<file path="config.mk">
export PLATFORM = sky130hd
export DESIGN_NAME = dcoff_cal_top
export DESIGN_NICKNAME = d
export VERILOG_FILES = /design/src/hw/dcoff_pkg.sv /design/src/hw/dcoff_cal_top.sv /design/src/hw/dcoff_cal_engine.sv
export VERILOG_INCLUDE_DIRS = /design/src /design/src/hw
export SDC_FILE = /design/constraint.sdc
export NUM_CORES = 1
export LEC_CHECK = 0
export BUFFER_PORTS_ARGS = -buffer_cell sky130_fd_sc_hd__buf_2
export CORE_MARGIN = 2
export CORE_UTILIZATION = 31
export DETAILED_ROUTE_END_ITERATION = 16
export GPL_TIMING_DRIVEN = 0
export SLEW_MARGIN = 20
export SYNTH_ARGS = -nofsm -noshare
export SYNTH_HDL_FRONTEND = slang
export SYNTH_SLANG_ARGS = --single-unit
</file>
<file path="constraint.sdc">
create_clock -name I_CORE_CLK -period 4.5 [get_ports I_CORE_CLK]
set_input_delay 0.9 -clock I_CORE_CLK [delete_from_list [all_inputs] [get_ports I_CORE_CLK]]
set_output_delay 0.9 -clock I_CORE_CLK [all_outputs]
set_load 0.02 [all_outputs]
</file>
<file path="src/hw/dcoff_params.svh">
// Register map, field positions, reset values and counts of the dc-offset calibration block
`ifndef DCOFF_PARAMS_SVH
`define DCOFF_PARAMS_SVH

`define SER_WORD_BITS      32
`define SER_ADDR_HI        2
`define SER_ADDR_LO        0
`define REG_CAL_CONTROL    3'h5
`define REG_CAL_VALUES     3'h7

`define RX_GO_BIT          5
`define RX_FS_HI           13
`define RX_FS_LO           12
`define RX_RATIO_HI        16
`define RX_RATIO_LO        14
`define XPOL_GO_BIT        18
`define XPOL_FS_HI         26
`define XPOL_FS_LO         25
`define XPOL_RATIO_HI      29
`define XPOL_RATIO_LO      27

`define I_CODE_HI          12
`define I_CODE_LO          5
`define Q_CODE_HI          20
`define Q_CODE_LO          13
`define SRC_SEL_BIT        21

`define HALF_SCALE         8'h80
`define SRC_SEL_RESET      1'b1
`define RATIO_RESET        3'h0
`define FS_RESET           2'h0
`define CAL_CYCLES         4'hd
`define SAR_STEPS          4'h8
`define CODE_MAX           8'hff
`define CODE_MIN           8'h00
`define DIV_ONE            8'h01

`endif

</file>
<file path="src/hw/dcoff_pkg.sv">
// Types of the dc-offset calibration block
package dcoff_pkg;

    typedef enum logic [1:0] {
        CAL_IDLE = 2'b01,
        CAL_RUN  = 2'b10
    } cal_state_t;

    typedef struct packed {
        logic [7:0] i_code;
        logic [7:0] q_code;
    } corr_pair_t;

    typedef struct packed {
        cal_state_t state;
        logic [7:0] div_cnt;
        logic [3:0] step;
        corr_pair_t code;
        logic       busy;
        logic       done;
    } cal_regs_t;

    typedef struct packed {
        logic [2:0] ratio;
        logic [1:0] full_scale;
        logic       go;
    } chain_ctrl_t;

    typedef struct packed {
        logic [31:0] shift;
        logic        spi_clk_d;
        logic        spi_le_d;
        chain_ctrl_t rx;
        chain_ctrl_t xpol;
        logic        src_sel;
        corr_pair_t  manual;
        corr_pair_t  rx_dac;
        corr_pair_t  xpol_dac;
        logic [2:0]  rx_step;
        logic [2:0]  xpol_step;
    } top_regs_t;

endpackage

</file>
<file path="src/hw/dcoff_cal_top.sv">
// Serial-programmed dc-offset calibration control for receive and cross-polarization chains
`timescale 1ns/10ps
`include "dcoff_params.svh"

module dcoff_cal_top (
    input  wire logic        I_CORE_CLK,
    input  wire logic        I_RSTN,
    input  wire logic        I_SPI_CLK,
    input  wire logic        I_SPI_DATA,
    input  wire logic        I_SPI_LE,
    input  wire logic        I_RX_I_OFS_POS,
    input  wire logic        I_RX_Q_OFS_POS,
    input  wire logic        I_XPOL_I_OFS_POS,
    input  wire logic        I_XPOL_Q_OFS_POS,
    output logic [7:0]       O_RX_I_DAC,
    output logic [7:0]       O_RX_Q_DAC,
    output logic [7:0]       O_XPOL_I_DAC,
    output logic [7:0]       O_XPOL_Q_DAC,
    output logic [1:0]       O_RX_FULL_SCALE,
    output logic [1:0]       O_XPOL_FULL_SCALE,
    output logic [2:0]       O_RX_STEP_MULT,
    output logic [2:0]       O_XPOL_STEP_MULT,
    output logic             O_RX_AUTOCAL_GO,
    output logic             O_XPOL_AUTOCAL_GO
);

    dcoff_pkg::top_regs_t  r;
    dcoff_pkg::top_regs_t  r_nxt;
    logic [1:0]            eng_busy;
    logic [1:0]            eng_done;
    logic [1:0]            eng_start;
    logic [1:0]            i_pos;
    logic [1:0]            q_pos;
    logic [2:0]            ratio [2];
    dcoff_pkg::corr_pair_t eng_code [2];
    logic                  spi_rise;
    logic                  le_rise;
    logic [31:0]           word;
    logic [2:0]            addr;

    assign spi_rise = I_SPI_CLK && !r.spi_clk_d;
    assign le_rise  = I_SPI_LE && !r.spi_le_d;
    assign word     = r.shift;
    assign addr     = word[`SER_ADDR_HI:`SER_ADDR_LO];

    assign i_pos    = {I_XPOL_I_OFS_POS, I_RX_I_OFS_POS};
    assign q_pos    = {I_XPOL_Q_OFS_POS, I_RX_Q_OFS_POS};
    assign ratio[0] = r.rx.ratio;
    assign ratio[1] = r.xpol.ratio;

    // Start pulse for each engine on the cycle the go bit is written to one
    assign eng_start[0] = le_rise && addr == `REG_CAL_CONTROL && word[`RX_GO_BIT];
    assign eng_start[1] = le_rise && addr == `REG_CAL_CONTROL && word[`XPOL_GO_BIT];

    genvar g;
    generate
        for (g = 0; g < 2; g++) begin : gen_chain
            dcoff_cal_engine u_engine (
                .i_clk   (I_CORE_CLK),
                .i_rstn  (I_RSTN),
                .i_start (eng_start[g]),
                .i_ratio (ratio[g]),
                .i_i_pos (i_pos[g]),
                .i_q_pos (q_pos[g]),
                .o_busy  (eng_busy[g]),
                .o_done  (eng_done[g]),
                .o_code  (eng_code[g])
            );
        end
    endgenerate

    always_comb begin
        r_nxt = r;
        r_nxt.spi_clk_d = I_SPI_CLK;
        r_nxt.spi_le_d  = I_SPI_LE;
        // Serial word shifts in least significant bit first
        if (spi_rise) begin
            r_nxt.shift = {I_SPI_DATA, r.shift[31:1]};
        end
        // Hardware clears the go bit when its engine finishes
        if (eng_done[0]) begin
            r_nxt.rx.go = 1'b0;
        end
        if (eng_done[1]) begin
            r_nxt.xpol.go = 1'b0;
        end
        if (le_rise && addr == `REG_CAL_CONTROL) begin
            r_nxt.rx.ratio        = word[`RX_RATIO_HI:`RX_RATIO_LO];
            r_nxt.xpol.ratio      = word[`XPOL_RATIO_HI:`XPOL_RATIO_LO];
            r_nxt.rx.full_scale   = word[`RX_FS_HI:`RX_FS_LO];
            r_nxt.xpol.full_scale = word[`XPOL_FS_HI:`XPOL_FS_LO];
            // A new start wins over a clear in the same cycle
            if (word[`RX_GO_BIT]) begin
                r_nxt.rx.go = 1'b1;
            end
            if (word[`XPOL_GO_BIT]) begin
                r_nxt.xpol.go = 1'b1;
            end
        end
        if (le_rise && addr == `REG_CAL_VALUES) begin
            r_nxt.src_sel        = word[`SRC_SEL_BIT];
            r_nxt.manual.i_code  = word[`I_CODE_HI:`I_CODE_LO];
            r_nxt.manual.q_code  = word[`Q_CODE_HI:`Q_CODE_LO];
        end
        // Source select picks engine result or host-written codes
        r_nxt.rx_dac   = r.src_sel ? eng_code[0] : r.manual;
        r_nxt.xpol_dac = r.src_sel ? eng_code[1] : r.manual;
        // Step multiple of a 10 mV / 256 unit: code 0..3 means 10..40 mV
        r_nxt.rx_step   = {1'b0, r.rx.full_scale} + 3'h1;
        r_nxt.xpol_step = {1'b0, r.xpol.full_scale} + 3'h1;
    end

    always_ff @(posedge I_CORE_CLK) begin
        if (!I_RSTN) begin
            r.shift      <= 32'h0000_0000;
            r.spi_clk_d  <= 1'b0;
            r.spi_le_d   <= 1'b0;
            r.rx         <= '{ratio: `RATIO_RESET, full_scale: `FS_RESET, go: 1'b0};
            r.xpol       <= '{ratio: `RATIO_RESET, full_scale: `FS_RESET, go: 1'b0};
            r.src_sel    <= `SRC_SEL_RESET;
            r.manual     <= '{i_code: `HALF_SCALE, q_code: `HALF_SCALE};
            r.rx_dac     <= '{i_code: `HALF_SCALE, q_code: `HALF_SCALE};
            r.xpol_dac   <= '{i_code: `HALF_SCALE, q_code: `HALF_SCALE};
            r.rx_step    <= 3'h1;
            r.xpol_step  <= 3'h1;
        end else begin
            r <= r_nxt;
        end
    end

    assign O_RX_I_DAC        = r.rx_dac.i_code;
    assign O_RX_Q_DAC        = r.rx_dac.q_code;
    assign O_XPOL_I_DAC      = r.xpol_dac.i_code;
    assign O_XPOL_Q_DAC      = r.xpol_dac.q_code;
    assign O_RX_FULL_SCALE   = r.rx.full_scale;
    assign O_XPOL_FULL_SCALE = r.xpol.full_scale;
    assign O_RX_STEP_MULT    = r.rx_step;
    assign O_XPOL_STEP_MULT  = r.xpol_step;
    assign O_RX_AUTOCAL_GO   = r.rx.go;
    assign O_XPOL_AUTOCAL_GO = r.xpol.go;

endmodule

</file>
<file path="src/hw/dcoff_cal_engine.sv">
// Thirteen-step automatic calibration engine for one baseband I/Q chain
`timescale 1ns/10ps
`include "dcoff_params.svh"

module dcoff_cal_engine (
    input  wire logic                 i_clk,
    input  wire logic                 i_rstn,
    input  wire logic                 i_start,
    input  wire logic [2:0]           i_ratio,
    input  wire logic                 i_i_pos,
    input  wire logic                 i_q_pos,
    output logic                      o_busy,
    output logic                      o_done,
    output dcoff_pkg::corr_pair_t     o_code
);

    dcoff_pkg::cal_regs_t r;
    dcoff_pkg::cal_regs_t r_nxt;
    logic [7:0]           div_last;
    logic                 tick;
    logic [2:0]           bit_idx;

    // Divide by two to the power of the ratio code
    assign div_last = (`DIV_ONE << i_ratio) - `DIV_ONE;
    assign tick     = (r.div_cnt == div_last);
    assign bit_idx  = 3'(4'h7 - r.step);

    function automatic logic [7:0] sar_step(input logic [7:0] c, input logic [2:0] b, input logic pos);
        logic [7:0] v;
        v = c;
        v[b] = pos;
        if (b != 3'h0) begin
            v[b - 3'h1] = 1'b1;
        end
        return v;
    endfunction

    function automatic logic [7:0] fine_step(input logic [7:0] c, input logic pos);
        logic [7:0] v;
        v = c;
        if (pos && c != `CODE_MAX) begin
            v = c + 8'h01;
        end else if (!pos && c != `CODE_MIN) begin
            v = c - 8'h01;
        end
        return v;
    endfunction

    always_comb begin
        r_nxt = r;
        r_nxt.done = 1'b0;
        case (r.state)
            dcoff_pkg::CAL_IDLE: begin
                if (i_start) begin
                    r_nxt.state   = dcoff_pkg::CAL_RUN;
                    r_nxt.busy    = 1'b1;
                    r_nxt.div_cnt = 8'h00;
                    r_nxt.step    = 4'h0;
                    r_nxt.code    = '{i_code: `HALF_SCALE, q_code: `HALF_SCALE};
                end
            end
            dcoff_pkg::CAL_RUN: begin
                r_nxt.div_cnt = tick ? 8'h00 : r.div_cnt + 8'h01;
                if (tick) begin
                    // Sense the offset sign and refine the code on each divider tick
                    if (r.step < `SAR_STEPS) begin
                        r_nxt.code.i_code = sar_step(r.code.i_code, bit_idx, i_i_pos);
                        r_nxt.code.q_code = sar_step(r.code.q_code, bit_idx, i_q_pos);
                    end else begin
                        r_nxt.code.i_code = fine_step(r.code.i_code, i_i_pos);
                        r_nxt.code.q_code = fine_step(r.code.q_code, i_q_pos);
                    end
                    r_nxt.step = r.step + 4'h1;
                    if (r.step == `CAL_CYCLES - 4'h1) begin
                        r_nxt.state = dcoff_pkg::CAL_IDLE;
                        r_nxt.busy  = 1'b0;
                        r_nxt.done  = 1'b1;
                    end
                end
            end
            default: begin
                r_nxt.state = dcoff_pkg::CAL_IDLE;
                r_nxt.busy  = 1'b0;
            end
        endcase
    end

    always_ff @(posedge i_clk) begin
        if (!i_rstn) begin
            r.state   <= dcoff_pkg::CAL_IDLE;
            r.div_cnt <= 8'h00;
            r.step    <= 4'h0;
            r.code    <= '{i_code: `HALF_SCALE, q_code: `HALF_SCALE};
            r.busy    <= 1'b0;
            r.done    <= 1'b0;
        end else begin
            r <= r_nxt;
        end
    end

    assign o_busy = r.busy;
    assign o_done = r.done;
    assign o_code = r.code;

endmodule

</file>
=== Word-level counts from Yosys, hierarchy flattened ===
Cells that the tools add are included.

* Register bits after elaboration: 163

* $add $sub $neg: 20
* Magnitude comparators: 10
* Equality and inequality tests: 24
* Shifts and indexed selects: 2
* Mux-type cells: 49
* Bitwise logic cells: 4
* Reductions and logical operators: 44

{| class="wikitable"
|+ Operator list
! cell !! count
|-
| $mux W8 || 14
|-
| $pmux W28 S2 || 2
|-
| $mux W16 || 4
|-
| $mux W31 || 2
|-
| $add A8 B1 Y8 const B || 6
|-
| $sub A8 B1 Y8 const B || 6
|-
| $mux W22 || 2
|-
| $bwmux W8 || 4
|-
| $ne A8 B8 Y1 const B || 4
|-
| $or A8 B8 Y8 || 4
|-
| $reduce_bool A8 Y1 || 4
|-
| $logic_and A1 B1 Y1 || 18
|-
| $reduce_and A3 Y1 || 6
|-
| $eq A8 B8 Y1 || 2
|-
| $lt A3 B4 Y1 const B || 4
|-
| $ne A4 B1 Y1 const B || 4
|-
| $reduce_and A4 Y1 || 4
|-
| $shl A1 B3 Y8 const A || 2
|-
| $demux W1 S3 || 4
|-
| $ge A3 B1 Y1 const B || 4
|-
| $mux W2 || 6
|-
| $ne A2 B1 Y1 const B || 6
|-
| $add A4 B1 Y4 const B || 2
|-
| $eq A4 B4 Y1 const B || 2
|-
| other kinds (14) || 37
|}

=== Longest topological paths before layout ===
Gate-level depths: netlist of the first run.

* Depth after elaboration: 11
* Mapped depth: 13
* Mapped depth without buffers: 12

=== Hierarchy ===
From an unflattened synthesis of the first run, not the netlist that was laid out.

* Cell total of the unflattened synthesis: 1166
* Area, all modules: 9754.4 um2

{| class="wikitable"
|+ By module, submodules not included
! module !! times used !! cells each !! area each (um2) !! sequential area each (um2)
|-
| dcoff_cal_top || 1 || 441 || 4053.9 || 2021.9
|-
| dcoff_cal_engine (gen_chain[0].u_engine) || 1 || 364 || 2851.5 || 620.6
|-
| dcoff_cal_engine (gen_chain[1].u_engine) || 1 || 361 || 2849.0 || 620.6
|}

=== Least setup slack after synthesis of the first run ===
Ideal clock, no wire load.

* Path type: flip-flop to flip-flop
* From: register r[59] (netlist name)
* To: register gen_chain[1].u_engine.r (netlist bit gen_chain[1].u_engine.o_code[6])
* Library setup time: 0.072 ns
* Arrival: 3.144 ns
* Required time: 4.428 ns
* Setup slack: 1.284 ns
* Stages on the path, launching flop included: 11
* Buffers on the path: 2
* Clock period less this slack: 3.216 ns
* Cell sequence: dfxtp_1 -> buf_2 -> or3_2 -> ha_1 -> or4b_2 -> o211ai_1 -> xor2_1 -> or4_4 -> buf_6 -> a2111o_1 -> mux2i_1

* Cells in the longest elaborated chain, start to end: 5

{| class="wikitable"
|+ Ends and longest elaborated chain
! what !! RTL line !! source
|-
| start: declaration || dcoff_cal_top.sv:27 || <nowiki>dcoff_pkg::top_regs_t r;</nowiki>
|-
| start signal: assignment || dcoff_cal_top.sv:127 || <nowiki>r <= r_nxt;</nowiki>
|-
| $shl A1 B3 Y8 (no line) || n/a ||
|-
| $sub A8 B1 Y8 (no line) || n/a ||
|-
| $eq A8 B8 Y1 || dcoff_cal_engine.sv:25 || <nowiki>assign tick = (r.div_cnt == div_last);</nowiki>
|-
| $ne A2 B1 Y1 (no line) || n/a ||
|-
| $reduce_and A4 Y1 (no line) || n/a ||
|-
| end signal: assignment || dcoff_cal_engine.sv:97 || <nowiki>r <= r_nxt;</nowiki>
|-
| end: declaration || dcoff_cal_engine.sv:17 || <nowiki>dcoff_pkg::cal_regs_t r;</nowiki>
|}

No other way between the ends.
A chain may end at the register's enable or synchronous reset.

=== Final worst setup path of the first run ===
Same ends and word-level chain as after synthesis.

==> results.ini, run 1 <==
[clocking]
cts_tree=built
cts_root_buf=clkbuf_16
cts_setup_buffers=0
cts.htree.levels=4
cts_buffers=17
clkSinkCount=163
cts_resized=0
clock_latency_ns=0.43
clk_pin_slew_ns=0.07
cts_hold_buffers=0
clockBufferDepth=2

[cells_and_area]
diodes=0
final_cells=1636
final_layout_size_suffix_gt1_frac=0.128
fin_nets=1292
final_area_mm2=0.0108
syn_to_final_growth_pct=14.1
fillerInstances=3086

[timing]
tns_ns=0
fin_crit_ns=3.56
min_period_over_period=0.790
fin_ws_ns=0.943
rsz0062_at_grt=no
fin_worst_skew_ns=0.00723
max_freq_ghz=0.281
setup_violations=0
finalHoldViolCount=0
worstMarginPinSlew_ns=0.941
slew_headroom=0.366
slew_violations=0

[grt]
antenna_found_initial=0
grt_pass1_vias=7894
grt_pass1_wl_um=42100
track_usage=0.167
grt_overflow=0
grt_max_degree=17

[setup_path]
cp-end-kind=flop
crit_end=gen_chain[1].u_engine.o_code[6]$_SDFFE_PN0P_
r2r-end=gen_chain[1].u_engine.o_code[6]$_SDFFE_PN0P_
crit_fanout=10
r2r_cells=10
r2r_start=r[59]$_SDFFE_PN0P_
slowest_delay_ns=0.63
cp.arrival_ns=3.91
r2r_setup_slack_ns=0.94
path_cells=buf_2 > or3_2 > ha_1 > or4b_2 > o211ai_1 > xor2_1 > or4_4 > buf_6 > a2111o_1 > mux2i_1
startpoint=r[59]$_SDFFE_PN0P_
crit_type=flop to flop
start_kind=flop
slowest_stage=or4b_2
required_ns=4.85

[die]
start_util=0.317
rows=63
dieWidth_um=179
boundaryPins=53
core-area_mm2=0.0299
die_h_um=179
dieArea_mm2=0.0319

[power_and_ir_drop]
irDropWorstVdd_uv=271
power_density_mw_per_mm2=281
power.total_w=0.00303
leakage_nw=4.30

[routing]
detail_route.wl_per_cell_um=16.2
met3WireLength_um=1330
drt_iter0_markers=701
m1WireLength_um=12900
top_layer=met4
drc_errors=0
final_antenna_net_count=0
viasPerCell=5.15
wl_met2_um=11500
vias=8430
drt-pass1-iter-count=5
routed_wl_um=26400

[synth]
yosys.area.top_type_share=0.345
syn_nets=1222
synth_edf_count=0
syn_avg_cell_area_um2=8.14
async_reset_ff_frac=0
synth_area_mm2=0.00947
yosysTopAreaCell=dfxtp_1
ys.warnings.count=0
synth_seq_area_share=0.345
synth_seq_cells=163
ys.flop_type=dfxtp_1
synth_cell_type_count=79
synth_area_leaders=dfxtp_1 34%, nand2_1 9.4%, mux2i_1 6.3%, a21oi_1 6.1%, ha_1 6.1%
syn_inst=1163

[place]
port_buffers=51
dp.cells=1604
dp_hpwl_um=19900
globalplace.congestion=0.944
place_area_mm2=0.0102
post-place-ws_ns=0.926

[job]
maxCapViolations=0

[worst_hold_path]
hold_path.class=flop to flop

[run_status]
status=finished clean

-- cell type report --
class | instances | area (µm²) | area share
multi-input cells | 860 | 5500 | 0.509
flip-flops and latches | 163 | 3260 | 0.302
plain buffers | 104 | 572 | 0.0529
well taps | 390 | 488 | 0.0452
clock buffers | 18 | 439 | 0.0407
repair buffers | 51 | 255 | 0.0236
clock inverters | 14 | 153 | 0.0141
inverters | 36 | 135 | 0.0125
-- cell usage after synthesis (all sizes together) (3+ instances only) --
library cell,instances
nor4b,5
clkbuf,51
buf,53
o21ai,30
o22ai,4
mux2i,60
nor3,17
a21boi,4
and2,12
nand2b,24
a31oi,11
o21a,3
o41ai,3
a22oi,8
xnor2,26
or3,6
a21oi,117
o31ai,3
inv,36
dfxtp,163
ha,46
a211oi,10
nand4,15
nor3b,3
and4,7
and3,10
a221o,11
nor2b,13
nand2,238
nand3b,3
nor2,42
a21o,5
o211ai,16
xor2,25
fa,4
or4,6
nor4,10
nand3,27
-- worst min-delay path by stage --
| stage | end | slack (ns) | start | cells after the start |
|---|---|---|---|---|
| floorplan | O_RX_STEP_MULT[0]$_SDFF_PN1_ | 0.39 | O_RX_FULL_SCALE[0]$_SDFFE_PN0P_ | 1 |
| global placement | O_XPOL_STEP_MULT[0]$_SDFF_PN1_ | 0.44 | O_XPOL_FULL_SCALE[0]$_SDFFE_PN0P_ | 1 |
| detailed placement | O_XPOL_STEP_MULT[0]$_SDFF_PN1_ | 0.44 | O_XPOL_FULL_SCALE[0]$_SDFFE_PN0P_ | 1 |
| CTS | O_RX_STEP_MULT[0]$_SDFF_PN1_ | 0.45 | O_RX_FULL_SCALE[0]$_SDFFE_PN0P_ | 1 |
| global route | O_RX_STEP_MULT[0]$_SDFF_PN1_ | 0.46 | O_RX_FULL_SCALE[0]$_SDFFE_PN0P_ | 1 |
| finish | O_RX_STEP_MULT[0]$_SDFF_PN1_ | 0.44 | O_RX_FULL_SCALE[0]$_SDFFE_PN0P_ | 1 |
-- kinds of logic after synthesis --
| family | Yosys count | synth area share |
|---|---|---|
| AOI/OAI and AO/OA | 250 | 0.173 |
| xor gates and xnor gates | 51 | 0.0472 |
| adders and majority gates | 50 | 0.0693 |
| buffers and inverters | 140 | 0.0747 |
| DFF | 163 | 0.345 |
| muxes | 62 | 0.0658 |
| and+or+nand+nor | 447 | 0.225 |
-- per-layer routing --
metal  vias up  GRT usage
li1       4177          -
met1      3987      0.233
met2       222      0.261
met3        44     0.0250
met4         0     0.0633
met5         -          0
-- power breakdown --
part           internal (W)  switching, W  total (W)
Clock              0.000839      0.000640    0.00148
Sequential          0.00144   0.000000797    0.00144
Combinational     0.0000282     0.0000794   0.000108
-- registers in the layout, indices dropped and copies added, names as in the netlist, 8 cells and up --
signal / count
O_XPOL_I_DAC: 8
O_RX_I_DAC: 8
O_XPOL_Q_DAC: 8
gen_chain.u_engine.o_code: 32
r: 25
O_RX_Q_DAC: 8
word: 32
gen_chain.u_engine.r: 28
-- layout by cell type (no fill, tap or decap), types with 4 or more instances in the layout --
cell / count
nand2_1: 238
dfxtp_1: 163
a21oi_1: 116
mux2i_1: 60
buf_2: 55
clkbuf_1: 51
ha_1: 46
buf_4: 43
nor2_1: 42
inv_1: 35
o21ai_0: 28
nand3_1: 27
xnor2_1: 26
xor2_1: 25
nand2b_1: 24
nor3_1: 17
clkbuf_16: 17
nand4_1: 15
o211ai_1: 14
nor2b_1: 13
and2_1: 12
a31oi_1: 11
a211oi_1: 10
and3_1: 10
nor4_1: 9
a221o_1: 8
a22oi_1: 8
and4_1: 7
or3_1: 5
nor4b_1: 5
a21o_1: 5
or4_1: 4
buf_1: 4
a21boi_0: 4
o22ai_1: 4
fa_1: 4
-- through the flow --
stage	utilization	hold WS, ns
floorplan	-	0.388
global placement	0.342	0.436
detailed placement	0.342	0.435
CTS	0.362	0.453
global route	0.362	0.456
finish	0.362	0.439
-- critical path: cells and delay by family, from the launching register on --
family,cells,cell delay (ns)
AO/OA/AOI/OAI,2,0.47
XOR/XNOR,1,0.19
adder cells (fa/ha/maj),1,0.29
buffers and inverters,2,0.35
flip-flops,1,0.30
multiplexers,1,0.15
AND/OR/NAND/NOR,3,1.72
No activity file was read; power rests on OpenSTA's default activity.
==> inputs of run 2 (changes only) <==
==> constraint.sdc (replaced) <==
create_clock -name I_CORE_CLK -period 3.5 [get_ports I_CORE_CLK]
set_input_delay 0.7 -clock I_CORE_CLK [delete_from_list [all_inputs] [get_ports I_CORE_CLK]]
set_output_delay 0.7 -clock I_CORE_CLK [all_outputs]
set_load 0.02 [all_outputs]
==> results.ini, run 2 (same netlist as run 1, synthesis figures left out) <==
[clocking]
clockBufferDepth=2  ; unchanged
cts.htree.levels=4  ; unchanged
cts_hold_buffers=0  ; unchanged
clkSinkCount=163  ; unchanged
clk_pin_slew_ns=0.07  ; about the same
cts_tree=built  ; unchanged
clock_latency_ns=0.43  ; about the same
cts_root_buf=clkbuf_16  ; unchanged
cts_buffers=17  ; unchanged

[timing]
finalHoldViolCount=0  ; unchanged
min_period_over_period=0.969  ; was 0.790
worstMarginPinSlew_ns=0.860  ; was 0.941 ns
fin_worst_skew_ns=0.00656  ; was 0.00723 ns
setup_violations=0  ; unchanged
slew_violations=0  ; unchanged
timing.hold.ws_ns=0.438  ; was 0.439 ns
slew_headroom=0.427  ; was 0.366
fin_crit_ns=3.39  ; was 3.56 ns
max_freq_ghz=0.295  ; was 0.281 GHz
tns_ns=0  ; unchanged

[setup_path]
crit_fanout=10  ; unchanged
cp_common_cell=buf_2
required_ns=3.80  ; was 4.85 ns
cp-end-kind=flop  ; unchanged
crit_type=flop to flop  ; unchanged
slowest_stage=or4b_2  ; unchanged
slowest_delay_ns=0.62  ; was 0.63 ns
path_cells=buf_2 > or3_2 > ha_2 > or4b_2 > o211ai_1 > xor2_1 > or4_4 > and2_1 > buf_2 > mux2i_1  ; was buf_2 > or3_2 > ha_1 > or4b_2 > o211ai_1 > xor2_1 > or4_4 > buf_6 > a2111o_1 > mux2i_1
start_kind=flop  ; unchanged
cp.arrival_ns=3.69  ; was 3.91 ns

[place]
place_area_mm2=0.0102  ; unchanged
dp_hpwl_um=19900  ; unchanged
globalplace.congestion=0.944  ; unchanged
port_buffers=51  ; unchanged

[power_and_ir_drop]
power_density_mw_per_mm2=359  ; was 281 mW/mm²
irDropWorstVdd_uv=342  ; was 271 µV
leakage_nw=4.37  ; was 4.30 nW

[die]
core-area_mm2=0.0299  ; unchanged
dieWidth_um=179  ; unchanged
rows=63  ; unchanged
boundaryPins=53  ; unchanged
die_h_um=179  ; unchanged
dieArea_mm2=0.0319  ; unchanged
start_util=0.317  ; unchanged

[cells_and_area]
final_layout_size_suffix_gt1_frac=0.136  ; was 0.128
layout_commonest_cell=nand2_1  ; unchanged
layout_common_cells=236 x nand2_1, 163 x dfxtp_1, 116 x a21oi_1, 60 x mux2i_1, 55 x buf_2  ; was 238 x nand2_1, 163 x dfxtp_1, 116 x a21oi_1, 60 x mux2i_1, 55 x buf_2
syn_to_final_growth_pct=14.8  ; was 14.1%
final_core_util=0.364  ; was 0.362
final_area_mm2=0.0109  ; was 0.0108 mm²
fillerInstances=3088  ; was 3086
fin_nets=1294  ; was 1292
diodes=0  ; unchanged

[routing]
vias=8434  ; was 8430
final_antenna_net_count=0  ; unchanged
viasPerCell=5.15  ; about the same
detail_route.wl_per_cell_um=16.2  ; about the same
drc_errors=0  ; unchanged
drt_iter0_markers=705  ; was 701
drt-pass1-iter-count=5  ; unchanged
routed_wl_um=26500  ; was 26400 µm

[grt]
grt_max_degree=17  ; unchanged
grt_overflow=0  ; unchanged
track_usage=0.168  ; was 0.167
antenna_found_initial=0  ; unchanged
grt_pass1_vias=7899  ; was 7894
grt_pass1_wl_um=42100  ; unchanged

[job]
maxCapViolations=0  ; unchanged

[run_status]
status=finished clean  ; unchanged

[worst_hold_path]
hold_path.class=flop to flop  ; unchanged

## run 2: cell type report
type	count	area, µm²	share of cell area
Buffer	104	572	0.0526
Clock buffer	18	439	0.0404
Clock inverter	14	153	0.0140
Inverter	36	135	0.0124
Multi-Input combinational cell	860	5550	0.511
Sequential cell	163	3260	0.300
Tap cell	390	488	0.0449
Timing Repair Buffer	53	270	0.0249
## run 2: final timing paths
path | startpoint | to | slack [ns] | depth (start not counted)
hold / removal | O_RX_FULL_SCALE[0]$_SDFFE_PN0P_ | O_RX_STEP_MULT[0]$_SDFF_PN1_ | 0.44 | 1
setup / recovery | r[59]$_SDFFE_PN0P_ | gen_chain[1].u_engine.o_code[8]$_SDFFE_PN0P_ | 0.11 | 10
hold reg to reg | O_RX_FULL_SCALE[0]$_SDFFE_PN0P_ | O_RX_STEP_MULT[0]$_SDFF_PN1_ | 0.44 | 1
setup reg to reg | r[59]$_SDFFE_PN0P_ | gen_chain[1].u_engine.o_code[8]$_SDFFE_PN0P_ | 0.11 | 10
## run 2: through the flow
step / power (W) / setup WS (ns) / cells
floorplan: 0.00199 / 0.284 / 1163
global placement: 0.00203 / -0.0269 / 1604
detailed placement: 0.00204 / -0.0738 / 1604
CTS: 0.00392 / 0.00990 / 1636
global route: 0.00401 / -0.0176 / 1638
finish: 0.00390 / 0.109 / 1638
## run 2: worst max-delay path: cells and delay by family (launching register included)
family                   cells  cell delay, ns
XOR/XNOR                     1            0.20
multiplexers                 1            0.14
buffers and inverters        2            0.37
AND/OR/NAND/NOR              4            1.82
AO/OA/AOI/OAI                1            0.19
flip-flops                   1            0.30
adder cells (fa/ha/maj)      1            0.24
## run 2: what timing repair did
item | in CTS | in global routing
endpoints found under the hold margin | 0 | 0
cloned | 0 | 0
pin swaps | 3 | 4
endpoints found under the setup margin | 13 | 42
gates resized for setup | 2 | 10
setup buffers | 0 | 2
## run 2: power by group
part / leakage (nW) / internal, W / switching [W]
Clock: 0.285 / 0.00108 / 0.000823
Sequential: 1.31 / 0.00186 / 0.00000103
Combinational: 2.77 / 0.0000368 / 0.000103
## run 2: routing by layer
metal / up-vias / global-route usage / wire (µm)
met3: 38 / 0.0269 / 1350
met5: - / 0 / 0
met2: 208 / 0.261 / 11700
met4: 0 / 0.0613 / 613
met1: 4002 / 0.233 / 12900
li1: 4186 / - / -
==> inputs of run 3 (changes only) <==
--- a/config.mk
+++ b/config.mk
@@ -11,6 +11,7 @@
 export CORE_UTILIZATION = 31
 export DETAILED_ROUTE_END_ITERATION = 16
 export GPL_TIMING_DRIVEN = 0
+export PLACE_DENSITY = 0.57
 export SLEW_MARGIN = 20
 export SYNTH_ARGS = -nofsm -noshare
 export SYNTH_HDL_FRONTEND = slang
==> results.ini, run 3 (same netlist as run 1, synthesis figures left out) <==
[timing]
tns_ns=0  ; unchanged
worstMarginPinSlew_ns=0.841  ; was 0.860 ns
max_freq_ghz=0.299  ; was 0.295 GHz
finalHoldViolCount=0  ; unchanged
fin_worst_skew_ns=0.0126  ; was 0.00656 ns
min_period_over_period=0.955  ; was 0.969
fin_crit_ns=3.34  ; was 3.39 ns
slew_violations=0  ; unchanged
setup_violations=0  ; unchanged
slew_headroom=0.432  ; was 0.427

[place]
port_buffers=51  ; unchanged
globalplace.congestion=0.923  ; was 0.944
dp_hpwl_um=20400  ; was 19900 µm
dp.cells=1604  ; unchanged

[cells_and_area]
fillerInstances=3089  ; was 3088
fin_nets=1297  ; was 1294
syn_to_final_growth_pct=15.2  ; was 14.8%
final_layout_size_suffix_gt1_frac=0.137  ; was 0.136
layout_commonest_cell=nand2_1  ; unchanged
final_cells=1641  ; was 1638
layout_common_cells=237 x nand2_1, 163 x dfxtp_1, 116 x a21oi_1, 60 x mux2i_1, 54 x buf_2  ; was 236 x nand2_1, 163 x dfxtp_1, 116 x a21oi_1, 60 x mux2i_1, 55 x buf_2
diodes=0  ; unchanged

[clocking]
clkSinkCount=163  ; unchanged
cts_tree=built  ; unchanged
clock_latency_ns=0.44  ; was 0.43 ns
cts.htree.levels=4  ; unchanged
cts_root_buf=clkbuf_16  ; unchanged
cts_hold_buffers=0  ; unchanged
clk_pin_slew_ns=0.08  ; was 0.07 ns
cts_buffers=17  ; unchanged
clockBufferDepth=2  ; unchanged

[routing]
drt-pass1-iter-count=5  ; unchanged
drc_errors=0  ; unchanged
routed_wl_um=26900  ; was 26500 µm
drt_iter0_markers=610  ; was 705
detail_route.wl_per_cell_um=16.4  ; was 16.2 µm
vias=8472  ; was 8434
final_antenna_net_count=0  ; unchanged
viasPerCell=5.16  ; was 5.15

[grt]
use_met1=0.238  ; was 0.233
antenna_found_initial=0  ; unchanged
grt_overflow=0  ; unchanged
track_usage=0.172  ; was 0.168
grt_max_degree=18  ; was 17
gr-usage-met2=0.267  ; was 0.261
grt_pass1_wl_um=42800  ; was 42100 µm
grt.busiest_layer=met2  ; unchanged
grt_pass1_vias=7988  ; was 7899
met3_usage=0.0280  ; was 0.0269

[setup_path]
r2r_cells=10  ; unchanged
crit_fanout=10  ; unchanged
slowest_stage=or4b_2  ; unchanged
cp.arrival_ns=3.66  ; was 3.69 ns
crit_type=flop to flop  ; unchanged
required_ns=3.82  ; was 3.80 ns
path_depth=10  ; unchanged
path_cells=buf_2 > or3_2 > ha_4 > or4b_2 > o211ai_1 > xor2_1 > or4_4 > and2_1 > clkbuf_4 > mux2i_1  ; was buf_2 > or3_2 > ha_2 > or4b_2 > o211ai_1 > xor2_1 > or4_4 > and2_1 > buf_2 > mux2i_1
startpoint=r[59]$_SDFFE_PN0P_  ; unchanged
cp_num_buf_inv=2  ; unchanged
start_kind=flop  ; unchanged
crit_end=gen_chain[1].u_engine.o_code[8]$_SDFFE_PN0P_  ; unchanged
slowest_delay_ns=0.62  ; about the same
r2r_start=r[59]$_SDFFE_PN0P_  ; unchanged
path_delay_family=simple AND/OR/NAND/NOR gates  ; unchanged
r2r-end=gen_chain[1].u_engine.o_code[8]$_SDFFE_PN0P_  ; unchanged
cp-end-kind=flop  ; unchanged
r2r_setup_slack_ns=0.16  ; was 0.11 ns

[die]
start_util=0.317  ; unchanged
rows=63  ; unchanged
die_h_um=179  ; unchanged
dieArea_mm2=0.0319  ; unchanged
dieWidth_um=179  ; unchanged
core-area_mm2=0.0299  ; unchanged
boundaryPins=53  ; unchanged

[worst_hold_path]
hold_path.class=flop to flop  ; unchanged

[power_and_ir_drop]
irDropWorstVdd_uv=346  ; was 342 µV
power_density_mw_per_mm2=357  ; was 359 mW/mm²
leakage_nw=4.39  ; was 4.37 nW

[run_status]
status=finished clean  ; unchanged

[job]
maxCapViolations=0  ; unchanged

run 3: changes by cell type in the layout (fill, tap and decap cells not counted), sizes merged:
cell and delta:
buf +2, clkinv -3, clkinvlp -2, bufinv -1, inv +6, clkbuf +1
run 3: how the worst min path moves through the flow:
stage	startpoint	end	slack, ns	depth (start not counted)
floorplan	O_RX_FULL_SCALE[0]$_SDFFE_PN0P_	O_RX_STEP_MULT[0]$_SDFF_PN1_	0.39	1
global placement	O_XPOL_FULL_SCALE[0]$_SDFFE_PN0P_	O_XPOL_STEP_MULT[0]$_SDFF_PN1_	0.42	1
detailed placement	O_XPOL_FULL_SCALE[0]$_SDFFE_PN0P_	O_XPOL_STEP_MULT[0]$_SDFF_PN1_	0.43	1
CTS	O_XPOL_FULL_SCALE[0]$_SDFFE_PN0P_	O_XPOL_STEP_MULT[0]$_SDFF_PN1_	0.46	1
global route	O_RX_FULL_SCALE[0]$_SDFFE_PN0P_	O_RX_STEP_MULT[0]$_SDFF_PN1_	0.46	1
finish	O_RX_FULL_SCALE[0]$_SDFFE_PN0P_	O_RX_STEP_MULT[0]$_SDFF_PN1_	0.44	1
run 3: through the flow:
| step | instance area [µm²] | power (W) | setup WS, ns | hold slack [ns] | util |
|---|---|---|---|---|---|
| after floorplan | 9470 | 0.00199 | 0.284 | 0.388 | - |
| after global placement | 10200 | 0.00204 | -0.0946 | 0.416 | 0.342 |
| after detailed placement | 10200 | 0.00204 | -0.135 | 0.430 | 0.342 |
| after CTS | 10800 | 0.00393 | 0.0326 | 0.456 | 0.362 |
| after global routing | 10900 | 0.00402 | -0.00164 | 0.463 | 0.365 |
| final | 10900 | 0.00389 | 0.156 | 0.444 | 0.365 |
run 3: where the power goes:
group | internal, W | leakage (nW) | switching, W
logic | 0.0000367 | 2.79 | 0.000103
registers | 0.00186 | 1.31 | 0.00000102
clock network | 0.00102 | 0.286 | 0.000880
total | 0.00291 | 4.39 | 0.000984
run 3: per-layer routing:
metal | share of wire | vias to the layer above
met5 | 0 | -
met4 | 0.030 | 0
met3 | 0.047 | 48
met2 | 0.44 | 222
met1 | 0.48 | 4007
li1 | - | 4195
run 3: repair_timing:
item | in CTS | in global routing
setup buffers | 0 | 5
endpoints found under the setup margin | 27 | 49
resized for setup | 4 | 10
pin swaps | 2 | 4
run 3: area by class of cell:
type	count	area, µm²	share of cell area
Multi-Input combinational cell	860	5560	0.510
Sequential cell	163	3260	0.299
Buffer	104	574	0.0527
Tap cell	390	488	0.0448
Clock buffer	18	429	0.0394
Timing Repair Buffer	56	293	0.0269
Clock inverter	14	158	0.0145
Inverter	36	135	0.0124
